<file path="src/core/drsc_pkg.sv">
// shared constants and types for the double-rate strobe capture cell
package drsc_pkg;
	localparam int DQ_W       = 36;
	localparam int AXI_AW     = 8;
	localparam int AXI_DW     = 32;
	localparam int FIFO_DEPTH = 8;
	localparam int DLY_DEPTH  = 64;
	localparam int TAP_W      = 6;
	localparam int PER_W      = 8;
	localparam int N_DQS      = 18;
	localparam int N_DQS_RIGHT = 10;
	localparam int N_REFPIN   = 4;
	localparam int SYNC_W     = DQ_W + 4 * N_DQS + 2 * N_REFPIN + 2;

	localparam logic [AXI_AW-1:0] OFS_CTRL   = 8'h00;
	localparam logic [AXI_AW-1:0] OFS_INV_LO = 8'h04;
	localparam logic [AXI_AW-1:0] OFS_INV_HI = 8'h08;
	localparam logic [AXI_AW-1:0] OFS_TX_A   = 8'h0c;
	localparam logic [AXI_AW-1:0] OFS_TX_B   = 8'h10;
	localparam logic [AXI_AW-1:0] OFS_TX_HI  = 8'h14;
	localparam logic [AXI_AW-1:0] OFS_STATUS = 8'h18;
	localparam logic [AXI_AW-1:0] OFS_RX_A   = 8'h1c;
	localparam logic [AXI_AW-1:0] OFS_RX_B   = 8'h20;
	localparam logic [AXI_AW-1:0] OFS_RX_HI  = 8'h24;

	localparam logic [1:0] MODE_IN    = 2'h0;
	localparam logic [1:0] MODE_OUT   = 2'h1;
	localparam logic [1:0] MODE_BIDIR = 2'h2;
	localparam logic [1:0] WID_X4     = 2'h0;
	localparam logic [1:0] WID_X9     = 2'h1;
	localparam logic [1:0] WID_X18    = 2'h2;
	localparam logic [1:0] WID_X36    = 2'h3;
	localparam logic [2:0] REF_PLL    = 3'h4;

	localparam int INV_HI_STROBE_BIT = 4;
	localparam int INV_HI_REF_BIT    = 5;
	localparam int STAT_TAP_LSB      = 16;
	localparam int STAT_EMPTY_BIT    = 24;
	localparam int STAT_FULL_BIT     = 25;
	localparam int STAT_OVR_BIT      = 26;

	localparam logic [31:0] CTRL_RST = 32'h0000_0000;
	localparam logic [31:0] INV_RST  = 32'h0000_0000;
	localparam logic [31:0] TX_RST   = 32'h0000_0000;
	localparam logic [1:0]  RESP_OKAY   = 2'h0;
	localparam logic [1:0]  RESP_SLVERR = 2'h2;

	typedef struct packed {
		logic [DQ_W-1:0] a;
		logic [DQ_W-1:0] b;
	} drsc_pair_t;

	typedef struct packed {
		logic [14:0] unused;
		logic [2:0]  bref;
		logic [2:0]  tref;
		logic [4:0]  idx;
		logic        edge_bot;
		logic [1:0]  width;
		logic        oe_req;
		logic [1:0]  mode;
	} drsc_ctrl_t;

	typedef enum logic [1:0] {
		DRSC_WR_IDLE = 2'b01,
		DRSC_WR_RESP = 2'b10
	} drsc_wr_state_t;
endpackage : drsc_pkg

</file>
<file path="src/core/drsc_top.sv">
// double-rate io cell with strobe capture, phase-shift references, capture fifo and axi4-lite slave
//
// Local design decisions: register access over AXI4-Lite and the register addresses.
`timescale 1ns/100ps

module drsc_fifo #(
	parameter int WIDTH = 8,
	parameter int DEPTH = 8
) (
	input  wire logic             clock,
	input  wire logic             rst,
	input  wire logic             in_valid,
	output logic                  in_ready,
	input  wire logic [WIDTH-1:0] in_data,
	output logic                  out_valid,
	input  wire logic             out_ready,
	output logic [WIDTH-1:0]      out_data
);
	localparam int PW = $clog2(DEPTH);
	logic [WIDTH-1:0] mem [DEPTH];
	logic [PW:0]      wr_ptr_reg;
	logic [PW:0]      rd_ptr_reg;
	wire              push;
	wire              pop;

	assign in_ready  = (wr_ptr_reg[PW] == rd_ptr_reg[PW]) || (wr_ptr_reg[PW-1:0] != rd_ptr_reg[PW-1:0]);
	assign out_valid = wr_ptr_reg != rd_ptr_reg;
	assign out_data  = mem[rd_ptr_reg[PW-1:0]];
	assign push      = in_valid && in_ready;
	assign pop       = out_valid && out_ready;

	always_ff @(posedge clock) begin
		if (push) begin
			mem[wr_ptr_reg[PW-1:0]] <= in_data;
		end
	end

	always_ff @(posedge clock or posedge rst) begin
		if (rst) begin
			wr_ptr_reg <= '0;
			rd_ptr_reg <= '0;
		end else begin
			wr_ptr_reg <= wr_ptr_reg + (PW+1)'(push);
			rd_ptr_reg <= rd_ptr_reg + (PW+1)'(pop);
		end
	end
endmodule : drsc_fifo

module drsc_top (
	input  wire logic                              clock,
	input  wire logic                              rst,
	input  wire logic [drsc_pkg::AXI_AW-1:0]       s_axi_awaddr,
	input  wire logic                              s_axi_awvalid,
	output logic                                   s_axi_awready,
	input  wire logic [drsc_pkg::AXI_DW-1:0]       s_axi_wdata,
	input  wire logic [3:0]                        s_axi_wstrb,
	input  wire logic                              s_axi_wvalid,
	output logic                                   s_axi_wready,
	output logic [1:0]                             s_axi_bresp,
	output logic                                   s_axi_bvalid,
	input  wire logic                              s_axi_bready,
	input  wire logic [drsc_pkg::AXI_AW-1:0]       s_axi_araddr,
	input  wire logic                              s_axi_arvalid,
	output logic                                   s_axi_arready,
	output logic [drsc_pkg::AXI_DW-1:0]            s_axi_rdata,
	output logic [1:0]                             s_axi_rresp,
	output logic                                   s_axi_rvalid,
	input  wire logic                              s_axi_rready,
	input  wire logic [drsc_pkg::DQ_W-1:0]         dq_in,
	output logic [drsc_pkg::DQ_W-1:0]              dq_out,
	output logic [drsc_pkg::DQ_W-1:0]              dq_oe,
	output logic                                   io_clk_out,
	input  wire logic [drsc_pkg::N_DQS-1:0]        dqs_top_p,
	input  wire logic [drsc_pkg::N_DQS-1:0]        dqs_top_n,
	input  wire logic [drsc_pkg::N_DQS-1:0]        dqs_bot_p,
	input  wire logic [drsc_pkg::N_DQS-1:0]        dqs_bot_n,
	input  wire logic [drsc_pkg::N_REFPIN-1:0]     ref_top_clk,
	input  wire logic [drsc_pkg::N_REFPIN-1:0]     ref_bot_clk,
	input  wire logic                              pll5_clk,
	input  wire logic                              pll6_clk
);
	localparam int DQ_W = drsc_pkg::DQ_W;

	function automatic logic [31:0] wr_merge(input logic [31:0] old, input logic [31:0] nw, input logic [3:0] strb);
		logic [31:0] res;
		res = old;
		for (int i = 0; i < 4; i++) begin
			if (strb[i]) begin
				res[i*8 +: 8] = nw[i*8 +: 8];
			end
		end
		return res;
	endfunction : wr_merge

	function automatic logic [DQ_W-1:0] lane_mask(input logic [1:0] wid);
		case (wid)
			drsc_pkg::WID_X4:  lane_mask = DQ_W'(36'h0_0000_000f);
			drsc_pkg::WID_X9:  lane_mask = DQ_W'(36'h0_0000_01ff);
			drsc_pkg::WID_X18: lane_mask = DQ_W'(36'h0_0003_ffff);
			default:           lane_mask = DQ_W'(36'hf_ffff_ffff);
		endcase
	endfunction : lane_mask

	// pin choices 0..3 map to the edge's four clock inputs; only the edge's own pll is reachable
	function automatic logic ref_pick(input logic [2:0] sel, input logic [3:0] pins, input logic pll);
		return (sel == drsc_pkg::REF_PLL) ? pll : ((sel < drsc_pkg::REF_PLL) ? pins[sel[1:0]] : 1'b0);
	endfunction : ref_pick

	function automatic logic [drsc_pkg::PER_W-1:0] sat_inc(input logic [drsc_pkg::PER_W-1:0] v);
		return (&v) ? v : v + 8'h01;
	endfunction : sat_inc

	// input synchronisers
	logic [drsc_pkg::SYNC_W-1:0] sync1_reg;
	logic [drsc_pkg::SYNC_W-1:0] sync2_reg;
	always_ff @(posedge clock or posedge rst) begin
		if (rst) begin
			sync1_reg <= '0;
			sync2_reg <= '0;
		end else begin
			sync1_reg <= {dq_in, dqs_top_p, dqs_top_n, dqs_bot_p, dqs_bot_n, ref_top_clk, ref_bot_clk, pll5_clk, pll6_clk};
			sync2_reg <= sync1_reg;
		end
	end

	logic [DQ_W-1:0]                   dq_s;
	logic [drsc_pkg::N_DQS-1:0]        tp_s, tn_s, bp_s, bn_s;
	logic [3:0]                        rt_s, rb_s;
	logic                              p5_s, p6_s;
	assign {dq_s, tp_s, tn_s, bp_s, bn_s, rt_s, rb_s, p5_s, p6_s} = sync2_reg;

	// registers
	logic [31:0] ctrl_reg, inv_lo_reg, inv_hi_reg, tx_a_reg, tx_b_reg, tx_hi_reg;
	drsc_pkg::drsc_ctrl_t ctrl;
	assign ctrl = ctrl_reg;

	wire [DQ_W-1:0] mask     = lane_mask(ctrl.width);
	wire [DQ_W-1:0] dq_i     = dq_s ^ {inv_hi_reg[3:0], inv_lo_reg};
	wire            inv_stb  = inv_hi_reg[drsc_pkg::INV_HI_STROBE_BIT];
	wire            inv_ref  = inv_hi_reg[drsc_pkg::INV_HI_REF_BIT];
	wire            cap_on   = (ctrl.mode == drsc_pkg::MODE_IN) || (ctrl.mode == drsc_pkg::MODE_BIDIR);
	wire            drv_on   = (ctrl.mode == drsc_pkg::MODE_OUT) || (ctrl.mode == drsc_pkg::MODE_BIDIR);

	// phase-shift references: period measured in system cycles, tap is a quarter period
	wire ref_t = ref_pick(ctrl.tref, rt_s, p5_s) ^ inv_ref;
	wire ref_b = ref_pick(ctrl.bref, rb_s, p6_s) ^ inv_ref;
	logic ref_t_prev_reg, ref_b_prev_reg;
	logic [drsc_pkg::PER_W-1:0] cnt_t_reg, cnt_b_reg, per_t_reg, per_b_reg;
	wire ref_t_rise = ref_t && !ref_t_prev_reg;
	wire ref_b_rise = ref_b && !ref_b_prev_reg;

	always_ff @(posedge clock or posedge rst) begin
		if (rst) begin
			ref_t_prev_reg <= 1'b0;
			ref_b_prev_reg <= 1'b0;
			cnt_t_reg      <= '0;
			cnt_b_reg      <= '0;
			per_t_reg      <= '0;
			per_b_reg      <= '0;
		end else begin
			ref_t_prev_reg <= ref_t;
			ref_b_prev_reg <= ref_b;
			cnt_t_reg      <= ref_t_rise ? '0 : sat_inc(cnt_t_reg);
			cnt_b_reg      <= ref_b_rise ? '0 : sat_inc(cnt_b_reg);
			if (ref_t_rise) begin
				per_t_reg <= sat_inc(cnt_t_reg);
			end
			if (ref_b_rise) begin
				per_b_reg <= sat_inc(cnt_b_reg);
			end
		end
	end

	// strobe selection: indices 0..9 on one side of the reference, 10..17 on the other
	wire       idx_ok = ctrl.idx < 5'(drsc_pkg::N_DQS);
	wire [4:0] idx    = idx_ok ? ctrl.idx : 5'h00;
	wire       stb_p  = ctrl.edge_bot ? bp_s[idx] : tp_s[idx];
	wire       stb_n  = ctrl.edge_bot ? bn_s[idx] : tn_s[idx];
	wire [drsc_pkg::PER_W-1:0] per_sel = ctrl.edge_bot ? per_b_reg : per_t_reg;
	wire [drsc_pkg::TAP_W-1:0] tap     = per_sel[drsc_pkg::PER_W-1:2];

	logic                          stb_lvl_reg;
	logic [drsc_pkg::DLY_DEPTH-1:0] dly_line_reg;
	logic                          dly_prev_reg;
	wire                           stb_dly  = dly_line_reg[tap];
	wire                           stb_rise = stb_dly && !dly_prev_reg;
	wire                           stb_fall = !stb_dly && dly_prev_reg;

	always_ff @(posedge clock or posedge rst) begin
		if (rst) begin
			stb_lvl_reg  <= 1'b0;
			dly_line_reg <= '0;
			dly_prev_reg <= 1'b0;
		end else begin
			// a pair with equal legs is not a valid differential level, so the last level is kept
			if (idx_ok && (stb_p != stb_n)) begin
				stb_lvl_reg <= stb_p ^ inv_stb;
			end
			dly_line_reg <= {dly_line_reg[drsc_pkg::DLY_DEPTH-2:0], stb_lvl_reg};
			dly_prev_reg <= stb_dly;
		end
	end

	// capture registers run on the system clock and load only on delayed strobe edges
	logic [DQ_W-1:0] cap_a_reg, cap_b_reg, hold_reg;
	logic            pair_evt_reg;
	logic            push_valid_reg;
	drsc_pkg::drsc_pair_t push_data_reg;
	logic            overrun_reg;
	wire             fifo_in_ready;
	wire             fifo_out_valid;
	drsc_pkg::drsc_pair_t fifo_out;
	wire             pop;
	logic            ovr_clr;

	always_ff @(posedge clock or posedge rst) begin
		if (rst) begin
			cap_a_reg    <= '0;
			cap_b_reg    <= '0;
			hold_reg     <= '0;
			pair_evt_reg <= 1'b0;
		end else begin
			pair_evt_reg <= cap_on && stb_fall;
			if (cap_on && stb_rise) begin
				cap_a_reg <= dq_i & mask;
			end
			if (cap_on && stb_fall) begin
				cap_b_reg <= dq_i & mask;
				hold_reg  <= cap_a_reg;
			end
		end
	end

	// back-pressure: a pair waits for fifo room; a newer pair arriving meanwhile is lost and flagged
	always_ff @(posedge clock or posedge rst) begin
		if (rst) begin
			push_valid_reg <= 1'b0;
			push_data_reg  <= '0;
			overrun_reg    <= 1'b0;
		end else begin
			if (pair_evt_reg && (!push_valid_reg || fifo_in_ready)) begin
				push_valid_reg <= 1'b1;
				push_data_reg  <= '{a: hold_reg, b: cap_b_reg};
			end else if (fifo_in_ready) begin
				push_valid_reg <= 1'b0;
			end
			if (pair_evt_reg && push_valid_reg && !fifo_in_ready) begin
				overrun_reg <= 1'b1;
			end else if (ovr_clr) begin
				overrun_reg <= 1'b0;
			end
		end
	end

	drsc_fifo #(
		.WIDTH ($bits(drsc_pkg::drsc_pair_t)),
		.DEPTH (drsc_pkg::FIFO_DEPTH)
	) u_fifo (
		.clock     (clock),
		.rst       (rst),
		.in_valid  (push_valid_reg),
		.in_ready  (fifo_in_ready),
		.in_data   (push_data_reg),
		.out_valid (fifo_out_valid),
		.out_ready (pop),
		.out_data  (fifo_out)
	);

	// launch side: io clock is the system clock halved
	logic            phase_reg;
	// dq_out itself holds the first bit, so only the second bit needs a register of its own
	logic [DQ_W-1:0] out_b_reg;
	logic            oe_n_reg;
	wire [DQ_W-1:0]  tx_a   = {tx_hi_reg[3:0], tx_a_reg} & mask;
	wire [DQ_W-1:0]  tx_b   = {tx_hi_reg[7:4], tx_b_reg} & mask;
	wire             io_rise = !phase_reg;
	wire             oe_upd  = (ctrl.mode == drsc_pkg::MODE_BIDIR) ? phase_reg : io_rise;
	wire             oe_n_next = oe_upd ? !(drv_on && ctrl.oe_req) : oe_n_reg;

	always_ff @(posedge clock or posedge rst) begin
		if (rst) begin
			phase_reg  <= 1'b0;
			io_clk_out <= 1'b0;
			out_b_reg  <= '0;
			dq_out     <= '0;
			oe_n_reg   <= 1'b1;
			dq_oe      <= '0;
		end else begin
			phase_reg  <= !phase_reg;
			io_clk_out <= !phase_reg;
			if (io_rise) begin
				out_b_reg <= tx_b;
			end
			dq_out   <= io_rise ? tx_a : out_b_reg;
			oe_n_reg <= oe_n_next;
			// a width change must not move the pin enables off the allowed edge either
			if (oe_upd) begin
				dq_oe <= {DQ_W{!oe_n_next}} & mask;
			end
		end
	end

	// axi4-lite write side
	drsc_pkg::drsc_wr_state_t wr_state_reg;
	logic                     aw_hold_reg, w_hold_reg;
	logic [drsc_pkg::AXI_AW-1:0] awaddr_reg;
	logic [31:0]              wdata_reg;
	logic [3:0]               wstrb_reg;
	wire aw_hs  = s_axi_awvalid && s_axi_awready;
	wire w_hs   = s_axi_wvalid && s_axi_wready;
	wire wr_go  = (wr_state_reg == drsc_pkg::DRSC_WR_IDLE) && aw_hold_reg && w_hold_reg;
	wire wa_ctrl = awaddr_reg == drsc_pkg::OFS_CTRL;
	wire wa_ilo  = awaddr_reg == drsc_pkg::OFS_INV_LO;
	wire wa_ihi  = awaddr_reg == drsc_pkg::OFS_INV_HI;
	wire wa_txa  = awaddr_reg == drsc_pkg::OFS_TX_A;
	wire wa_txb  = awaddr_reg == drsc_pkg::OFS_TX_B;
	wire wa_txh  = awaddr_reg == drsc_pkg::OFS_TX_HI;
	wire wa_stat = awaddr_reg == drsc_pkg::OFS_STATUS;
	wire wa_rx   = (awaddr_reg == drsc_pkg::OFS_RX_A) || (awaddr_reg == drsc_pkg::OFS_RX_B) ||
	               (awaddr_reg == drsc_pkg::OFS_RX_HI);
	wire wa_ok   = wa_ctrl || wa_ilo || wa_ihi || wa_txa || wa_txb || wa_txh || wa_stat || wa_rx;
	assign ovr_clr = wr_go && wa_stat && wstrb_reg[3] && wdata_reg[drsc_pkg::STAT_OVR_BIT];

	always_ff @(posedge clock or posedge rst) begin
		if (rst) begin
			wr_state_reg  <= drsc_pkg::DRSC_WR_IDLE;
			aw_hold_reg   <= 1'b0;
			w_hold_reg    <= 1'b0;
			awaddr_reg    <= '0;
			wdata_reg     <= '0;
			wstrb_reg     <= '0;
			s_axi_awready <= 1'b1;
			s_axi_wready  <= 1'b1;
			s_axi_bvalid  <= 1'b0;
			s_axi_bresp   <= drsc_pkg::RESP_OKAY;
		end else begin
			if (aw_hs) begin
				aw_hold_reg   <= 1'b1;
				awaddr_reg    <= {s_axi_awaddr[drsc_pkg::AXI_AW-1:2], 2'b00};
				s_axi_awready <= 1'b0;
			end
			if (w_hs) begin
				w_hold_reg   <= 1'b1;
				wdata_reg    <= s_axi_wdata;
				wstrb_reg    <= s_axi_wstrb;
				s_axi_wready <= 1'b0;
			end
			case (wr_state_reg)
				drsc_pkg::DRSC_WR_IDLE: begin
					if (wr_go) begin
						aw_hold_reg  <= 1'b0;
						w_hold_reg   <= 1'b0;
						s_axi_bvalid <= 1'b1;
						s_axi_bresp  <= wa_ok ? drsc_pkg::RESP_OKAY : drsc_pkg::RESP_SLVERR;
						wr_state_reg <= drsc_pkg::DRSC_WR_RESP;
					end
				end
				drsc_pkg::DRSC_WR_RESP: begin
					if (s_axi_bready) begin
						s_axi_bvalid  <= 1'b0;
						s_axi_awready <= 1'b1;
						s_axi_wready  <= 1'b1;
						wr_state_reg  <= drsc_pkg::DRSC_WR_IDLE;
					end
				end
				default: begin
					wr_state_reg <= drsc_pkg::DRSC_WR_IDLE;
				end
			endcase
		end
	end

	always_ff @(posedge clock or posedge rst) begin
		if (rst) begin
			ctrl_reg   <= drsc_pkg::CTRL_RST;
			inv_lo_reg <= drsc_pkg::INV_RST;
			inv_hi_reg <= drsc_pkg::INV_RST;
			tx_a_reg   <= drsc_pkg::TX_RST;
			tx_b_reg   <= drsc_pkg::TX_RST;
			tx_hi_reg  <= drsc_pkg::TX_RST;
		end else if (wr_go) begin
			if (wa_ctrl) ctrl_reg   <= wr_merge(ctrl_reg, wdata_reg, wstrb_reg) & 32'h0001_ffff;
			if (wa_ilo)  inv_lo_reg <= wr_merge(inv_lo_reg, wdata_reg, wstrb_reg);
			if (wa_ihi)  inv_hi_reg <= wr_merge(inv_hi_reg, wdata_reg, wstrb_reg) & 32'h0000_003f;
			if (wa_txa)  tx_a_reg   <= wr_merge(tx_a_reg, wdata_reg, wstrb_reg);
			if (wa_txb)  tx_b_reg   <= wr_merge(tx_b_reg, wdata_reg, wstrb_reg);
			if (wa_txh)  tx_hi_reg  <= wr_merge(tx_hi_reg, wdata_reg, wstrb_reg) & 32'h0000_00ff;
		end
	end

	// axi4-lite read side; reading the high rx word pops the head pair
	wire ar_hs = s_axi_arvalid && s_axi_arready;
	wire [drsc_pkg::AXI_AW-1:0] ra = {s_axi_araddr[drsc_pkg::AXI_AW-1:2], 2'b00};
	wire [31:0] stat_word = {5'h00, overrun_reg, !fifo_in_ready, !fifo_out_valid, 2'b00, tap, per_b_reg, per_t_reg};
	wire [31:0] rx_hi_word = fifo_out_valid ? {24'h00_0000, fifo_out.b[35:32], fifo_out.a[35:32]} : 32'h0000_0000;
	wire [31:0] rx_a_word  = fifo_out_valid ? fifo_out.a[31:0] : 32'h0000_0000;
	wire [31:0] rx_b_word  = fifo_out_valid ? fifo_out.b[31:0] : 32'h0000_0000;
	wire        ra_ok = (ra <= drsc_pkg::OFS_RX_HI);
	wire [31:0] rd_mux =
		(ra == drsc_pkg::OFS_CTRL)   ? ctrl_reg   :
		(ra == drsc_pkg::OFS_INV_LO) ? inv_lo_reg :
		(ra == drsc_pkg::OFS_INV_HI) ? inv_hi_reg :
		(ra == drsc_pkg::OFS_TX_A)   ? tx_a_reg   :
		(ra == drsc_pkg::OFS_TX_B)   ? tx_b_reg   :
		(ra == drsc_pkg::OFS_TX_HI)  ? tx_hi_reg  :
		(ra == drsc_pkg::OFS_STATUS) ? stat_word  :
		(ra == drsc_pkg::OFS_RX_A)   ? rx_a_word  :
		(ra == drsc_pkg::OFS_RX_B)   ? rx_b_word  :
		(ra == drsc_pkg::OFS_RX_HI)  ? rx_hi_word : 32'h0000_0000;
	assign pop = ar_hs && (ra == drsc_pkg::OFS_RX_HI) && fifo_out_valid;

	always_ff @(posedge clock or posedge rst) begin
		if (rst) begin
			s_axi_arready <= 1'b1;
			s_axi_rvalid  <= 1'b0;
			s_axi_rdata   <= '0;
			s_axi_rresp   <= drsc_pkg::RESP_OKAY;
		end else begin
			if (ar_hs) begin
				s_axi_arready <= 1'b0;
				s_axi_rvalid  <= 1'b1;
				s_axi_rdata   <= rd_mux;
				s_axi_rresp   <= ra_ok ? drsc_pkg::RESP_OKAY : drsc_pkg::RESP_SLVERR;
			end else if (s_axi_rvalid && s_axi_rready) begin
				s_axi_rvalid  <= 1'b0;
				s_axi_arready <= 1'b1;
			end
		end
	end
endmodule : drsc_top

</file>
<file path="config.mk">
export PLATFORM = sky130hd
export DESIGN_NAME = drsc_top
export DESIGN_NICKNAME = d
export VERILOG_FILES = /design/src/core/drsc_pkg.sv /design/src/core/drsc_top.sv
export SDC_FILE = /design/constraint.sdc
export NUM_CORES = 2
export LEC_CHECK = 0
export BUFFER_PORTS_ARGS = -buffer_cell sky130_fd_sc_hd__buf_2
export CORE_ASPECT_RATIO = 0.6
export CORE_MARGIN = 5
export CORE_UTILIZATION = 61
export CTS_CLUSTER_SIZE = 24
export DETAILED_ROUTE_END_ITERATION = 8
export PLACE_DENSITY = 0.83
export SYNTH_ARGS = -nofsm -noshare
export SYNTH_HDL_FRONTEND = slang
export SYNTH_HIERARCHICAL = 1
export SYNTH_SLANG_ARGS = --single-unit
</file>
<file path="constraint.sdc">
create_clock -name clock -period 33.3 [get_ports clock]
set_input_delay 6.66 -clock clock [delete_from_list [all_inputs] [get_ports clock]]
set_output_delay 6.66 -clock clock [all_outputs]
set_load 0.02 [all_outputs]
</file>
==> results.yml <==
status:
  status: "complete, no violations"
cells_and_area:
  multiInputGateArea_mm2: 0.0143
  area_growth_pct: 11.5
  utilization_pct: 68.9
  final-seq-area_mm2: 0.0377
  nFillCells: 5203
  nets: 3572
  drive_above_1_share_pct: 31.2
  largest_reg_flops: 576
  fin_cells: 4631
  final_area_mm2: 0.0593
floorplanning:
  coreArea_mm2: 0.0860
  dieHeight_um: 239
  die_w_um: 391
  ios: 291
  start_util_pct: 61.8
  dieArea_mm2: 0.0933
  placementRows: 83
place:
  dpl.cell_count: 4422
  portBuffers: 284
  dpl_cell_area_mm2: 0.0555
  dp_hpwl_mm: 79.1
  gp_congestion: 0.889
clock_tree:
  cts_setup_buffers: 0
  cts_tree: "built"
  clockBufferDepth: 3
  clockRootBuffer: "clkbuf_16"
  insertion_delay_ns: 0.72
  cts_max_level: 3
  cts_buffers: 110
  clk_transition_reported_paths_ns: 0.07
  cts_resized: 0
  cts_hold_buf: 0
  cts.sinks: 1392
worst_setup_path:
  cp-start-kind: "input port"
  crit_arrival_ns: 9.83
  path_max_fanout: 92
  cp-end-kind: "asynchronous set/reset pin"
  required_ns: 34.02
  crit_type: "in2async"
sta:
  final.setup.tns_ns: 0
  worstMarginPinSlew_ns: 1.23
  setup_viol: 0
  slew_headroom_pct: 17.5
  hold_viol: 0
  max_freq_mhz: 110
  rsz0062_at_grt: "no"
  finalClockSkew_ns: 0.0279
  timing_max_transition_violations_final: 0
  min_period_ns: 9.11
  period_share_pct: 27.3
synthesis:
  netlist_area_mm2: 0.0531
  synth_seq_area_share_pct: 71.0
  synth_edf_count: 576
  synth_cells: 3134
  yosysUniqueCellTypes: 80
  synth-async-reset-ratio_pct: 58.6
  ys_ff_latch: 1392
  ys_warn_count: 6
  synth_flop_cell: "dfrtp_1"
  avgSynthCellArea_um2: 17.0
power_and_ir_drop:
  p_per_area_mw_per_mm2: 71.1
  leakage_nw: 23.9
  power_frac_comb_pct: 15.2
  p_seq_share_pct: 52.2
  p_int_mw: 3.05
  vdd_ir_drop_max_mv: 0.0787
  switchingPower_mw: 1.17
  p_clk_share_pct: 32.6
  swShare_pct: 27.7
global_routing:
  gr-total-overflow: 0
  antenna_found_initial: 4
  grt_max_degree: 189
  grt_pass1_wl_mm: 194
  groute.usage.overall_pct: 27.8
  grt_pass1_vias: 30906
hold_path:
  worst_hold_path_type: "reg2reg"
run:
  max_cap_viol_count: 0
detailed_routing:
  drc: 0
  ant_nets: 0
  vias: 30109
  drt-pass1-iter-count: 7
  drt_iter0_markers: 3693
  vias_per_cell: 6.50
  wl_mm: 130
  wl_per_cell_um: 28.0
-- placed cells by master (no fill, tap or decap), types with 15 or more instances in the layout --
cell type / n
dfrtp_1: 807
edfxtp_1: 576
mux2_2: 367
buf_2: 284
mux4_2: 146
nand2_1: 116
clkbuf_16: 116
a21oi_1: 97
nor2_1: 84
o21ai_0: 75
a22o_1: 67
mux2_1: 61
buf_4: 50
inv_1: 44
o211ai_1: 38
xnor2_1: 35
a22oi_1: 31
and2_1: 25
a211o_1: 23
xor2_1: 20
a211oi_1: 20
clkinv_2: 20
clkbuf_1: 19
mux2i_1: 18
nor4_1: 17
a222oi_1: 16
nand3_1: 15
and3_1: 15
o21a_1: 15
-- routing by layer --
metal  share of wire [%]  GRT usage (%)  up-vias
met2                  47           42.9     1709
met3                  10           6.64      225
li1                    -              -    12364
met5                   0              0        -
met4                 2.6           7.51        0
met1                  40           40.8    15811
-- synth_stat cells, types with 19 or more instances --
master / count / area (um^2)
a211o_1: 23 / 201
a211oi_1: 20 / 150
a21oi_1: 97 / 485
a22o_1: 67 / 587
a22oi_1: 31 / 233
and2_1: 25 / 156
and3_1: 19 / 119
buf_2: 34 / 170
buf_4: 39 / 293
clkbuf_1: 86 / 323
dfrtp_1: 812 / 20300
edfxtp_1: 576 / 17300
inv_1: 45 / 169
mux2_1: 61 / 687
mux2_2: 367 / 4130
mux4_2: 146 / 3290
nand2_1: 118 / 443
nor2_1: 87 / 327
o211ai_1: 38 / 285
o21ai_0: 76 / 380
xnor2_1: 35 / 307
xor2_1: 20 / 175
-- worst paths after layout --
check	slack, ns	depth (start not counted)	end	from
max reg2reg	27.99	9	cap_b_reg[34]$_DFFE_PP0P_	per_b_reg[2]$_DFFE_PP0P_
max	24.19	5	sync2_reg[74]$_DFF_PP0_	rst
max in group clock	24.31	9	s_axi_rdata[5]$_DFFE_PP0P_	s_axi_araddr[4]
min reg2reg	0.35	0	sync2_reg[13]$_DFF_PP0_	sync1_reg[13]$_DFF_PP0_
min in group asynchronous	5.99	2	u_fifo/rd_ptr_reg[2]$_DFF_PP0_	rst
min	0.35	0	sync2_reg[13]$_DFF_PP0_	sync1_reg[13]$_DFF_PP0_
-- layout make-up --
type / instances / share of cell area [%]
well taps: 1147 / 2.42
diodes: 2 / 0.00845
repair buffers: 335 / 3.07
multi-input cells: 1500 / 24.1
flip-flops and latches: 1392 / 63.7
clock inverters: 56 / 1.04
clock buffers: 151 / 5.37
inverters: 48 / 0.317
-- power groups by stage --
| stage | Combinational [mW] | Clock, mW | Sequential [mW] |
|---|---|---|---|
| after global routing | 0.678 | 1.46 | 2.22 |
| after CTS | 0.634 | 1.38 | 2.20 |
| final | 0.639 | 1.38 | 2.20 |
| after floorplan | 0.448 | 0 | 2.18 |
| after detailed placement | 0.626 | 0 | 2.22 |
| after global placement | 0.607 | 0 | 2.21 |
-- worst max-delay path, cell delays in order --
cell and delay (ns):
buf_2 0.15, inv_8 0.49, buf_4 0.78, buf_4 0.79, buf_4 0.80
-- kinds of logic (layout without fill, tap and decap cells) --
kind of cell / Yosys count / count (layout) / synth area share [%]
AOI/OAI and AO/OA: 482 / 482 / 6.47
other: 1 / 4 / 0.00706
buffers and inverters: 243 / 590 / 2.31
muxes: 601 / 601 / 15.9
and+or+nand+nor: 352 / 352 / 3.26
xor gates and xnor gates: 55 / 55 / 0.907
adders and majority gates: 8 / 8 / 0.188
DFF: 1392 / 1392 / 71.0
-- through the flow --
stage / worst slack, ns / hold WS, ns / power (mW)
3_5_place_dp: 23.27 / 0.335 / 2.85
5_1_grt: 23.64 / 0.351 / 4.36
2_1_floorplan: 3.95 / 0.331 / 2.63
3_3_place_gp: 23.33 / 0.332 / 2.82
6_report: 24.19 / 0.348 / 4.21
4_1_cts: 24.04 / 0.347 / 4.21
No activity file was read; power rests on OpenSTA's default activity.
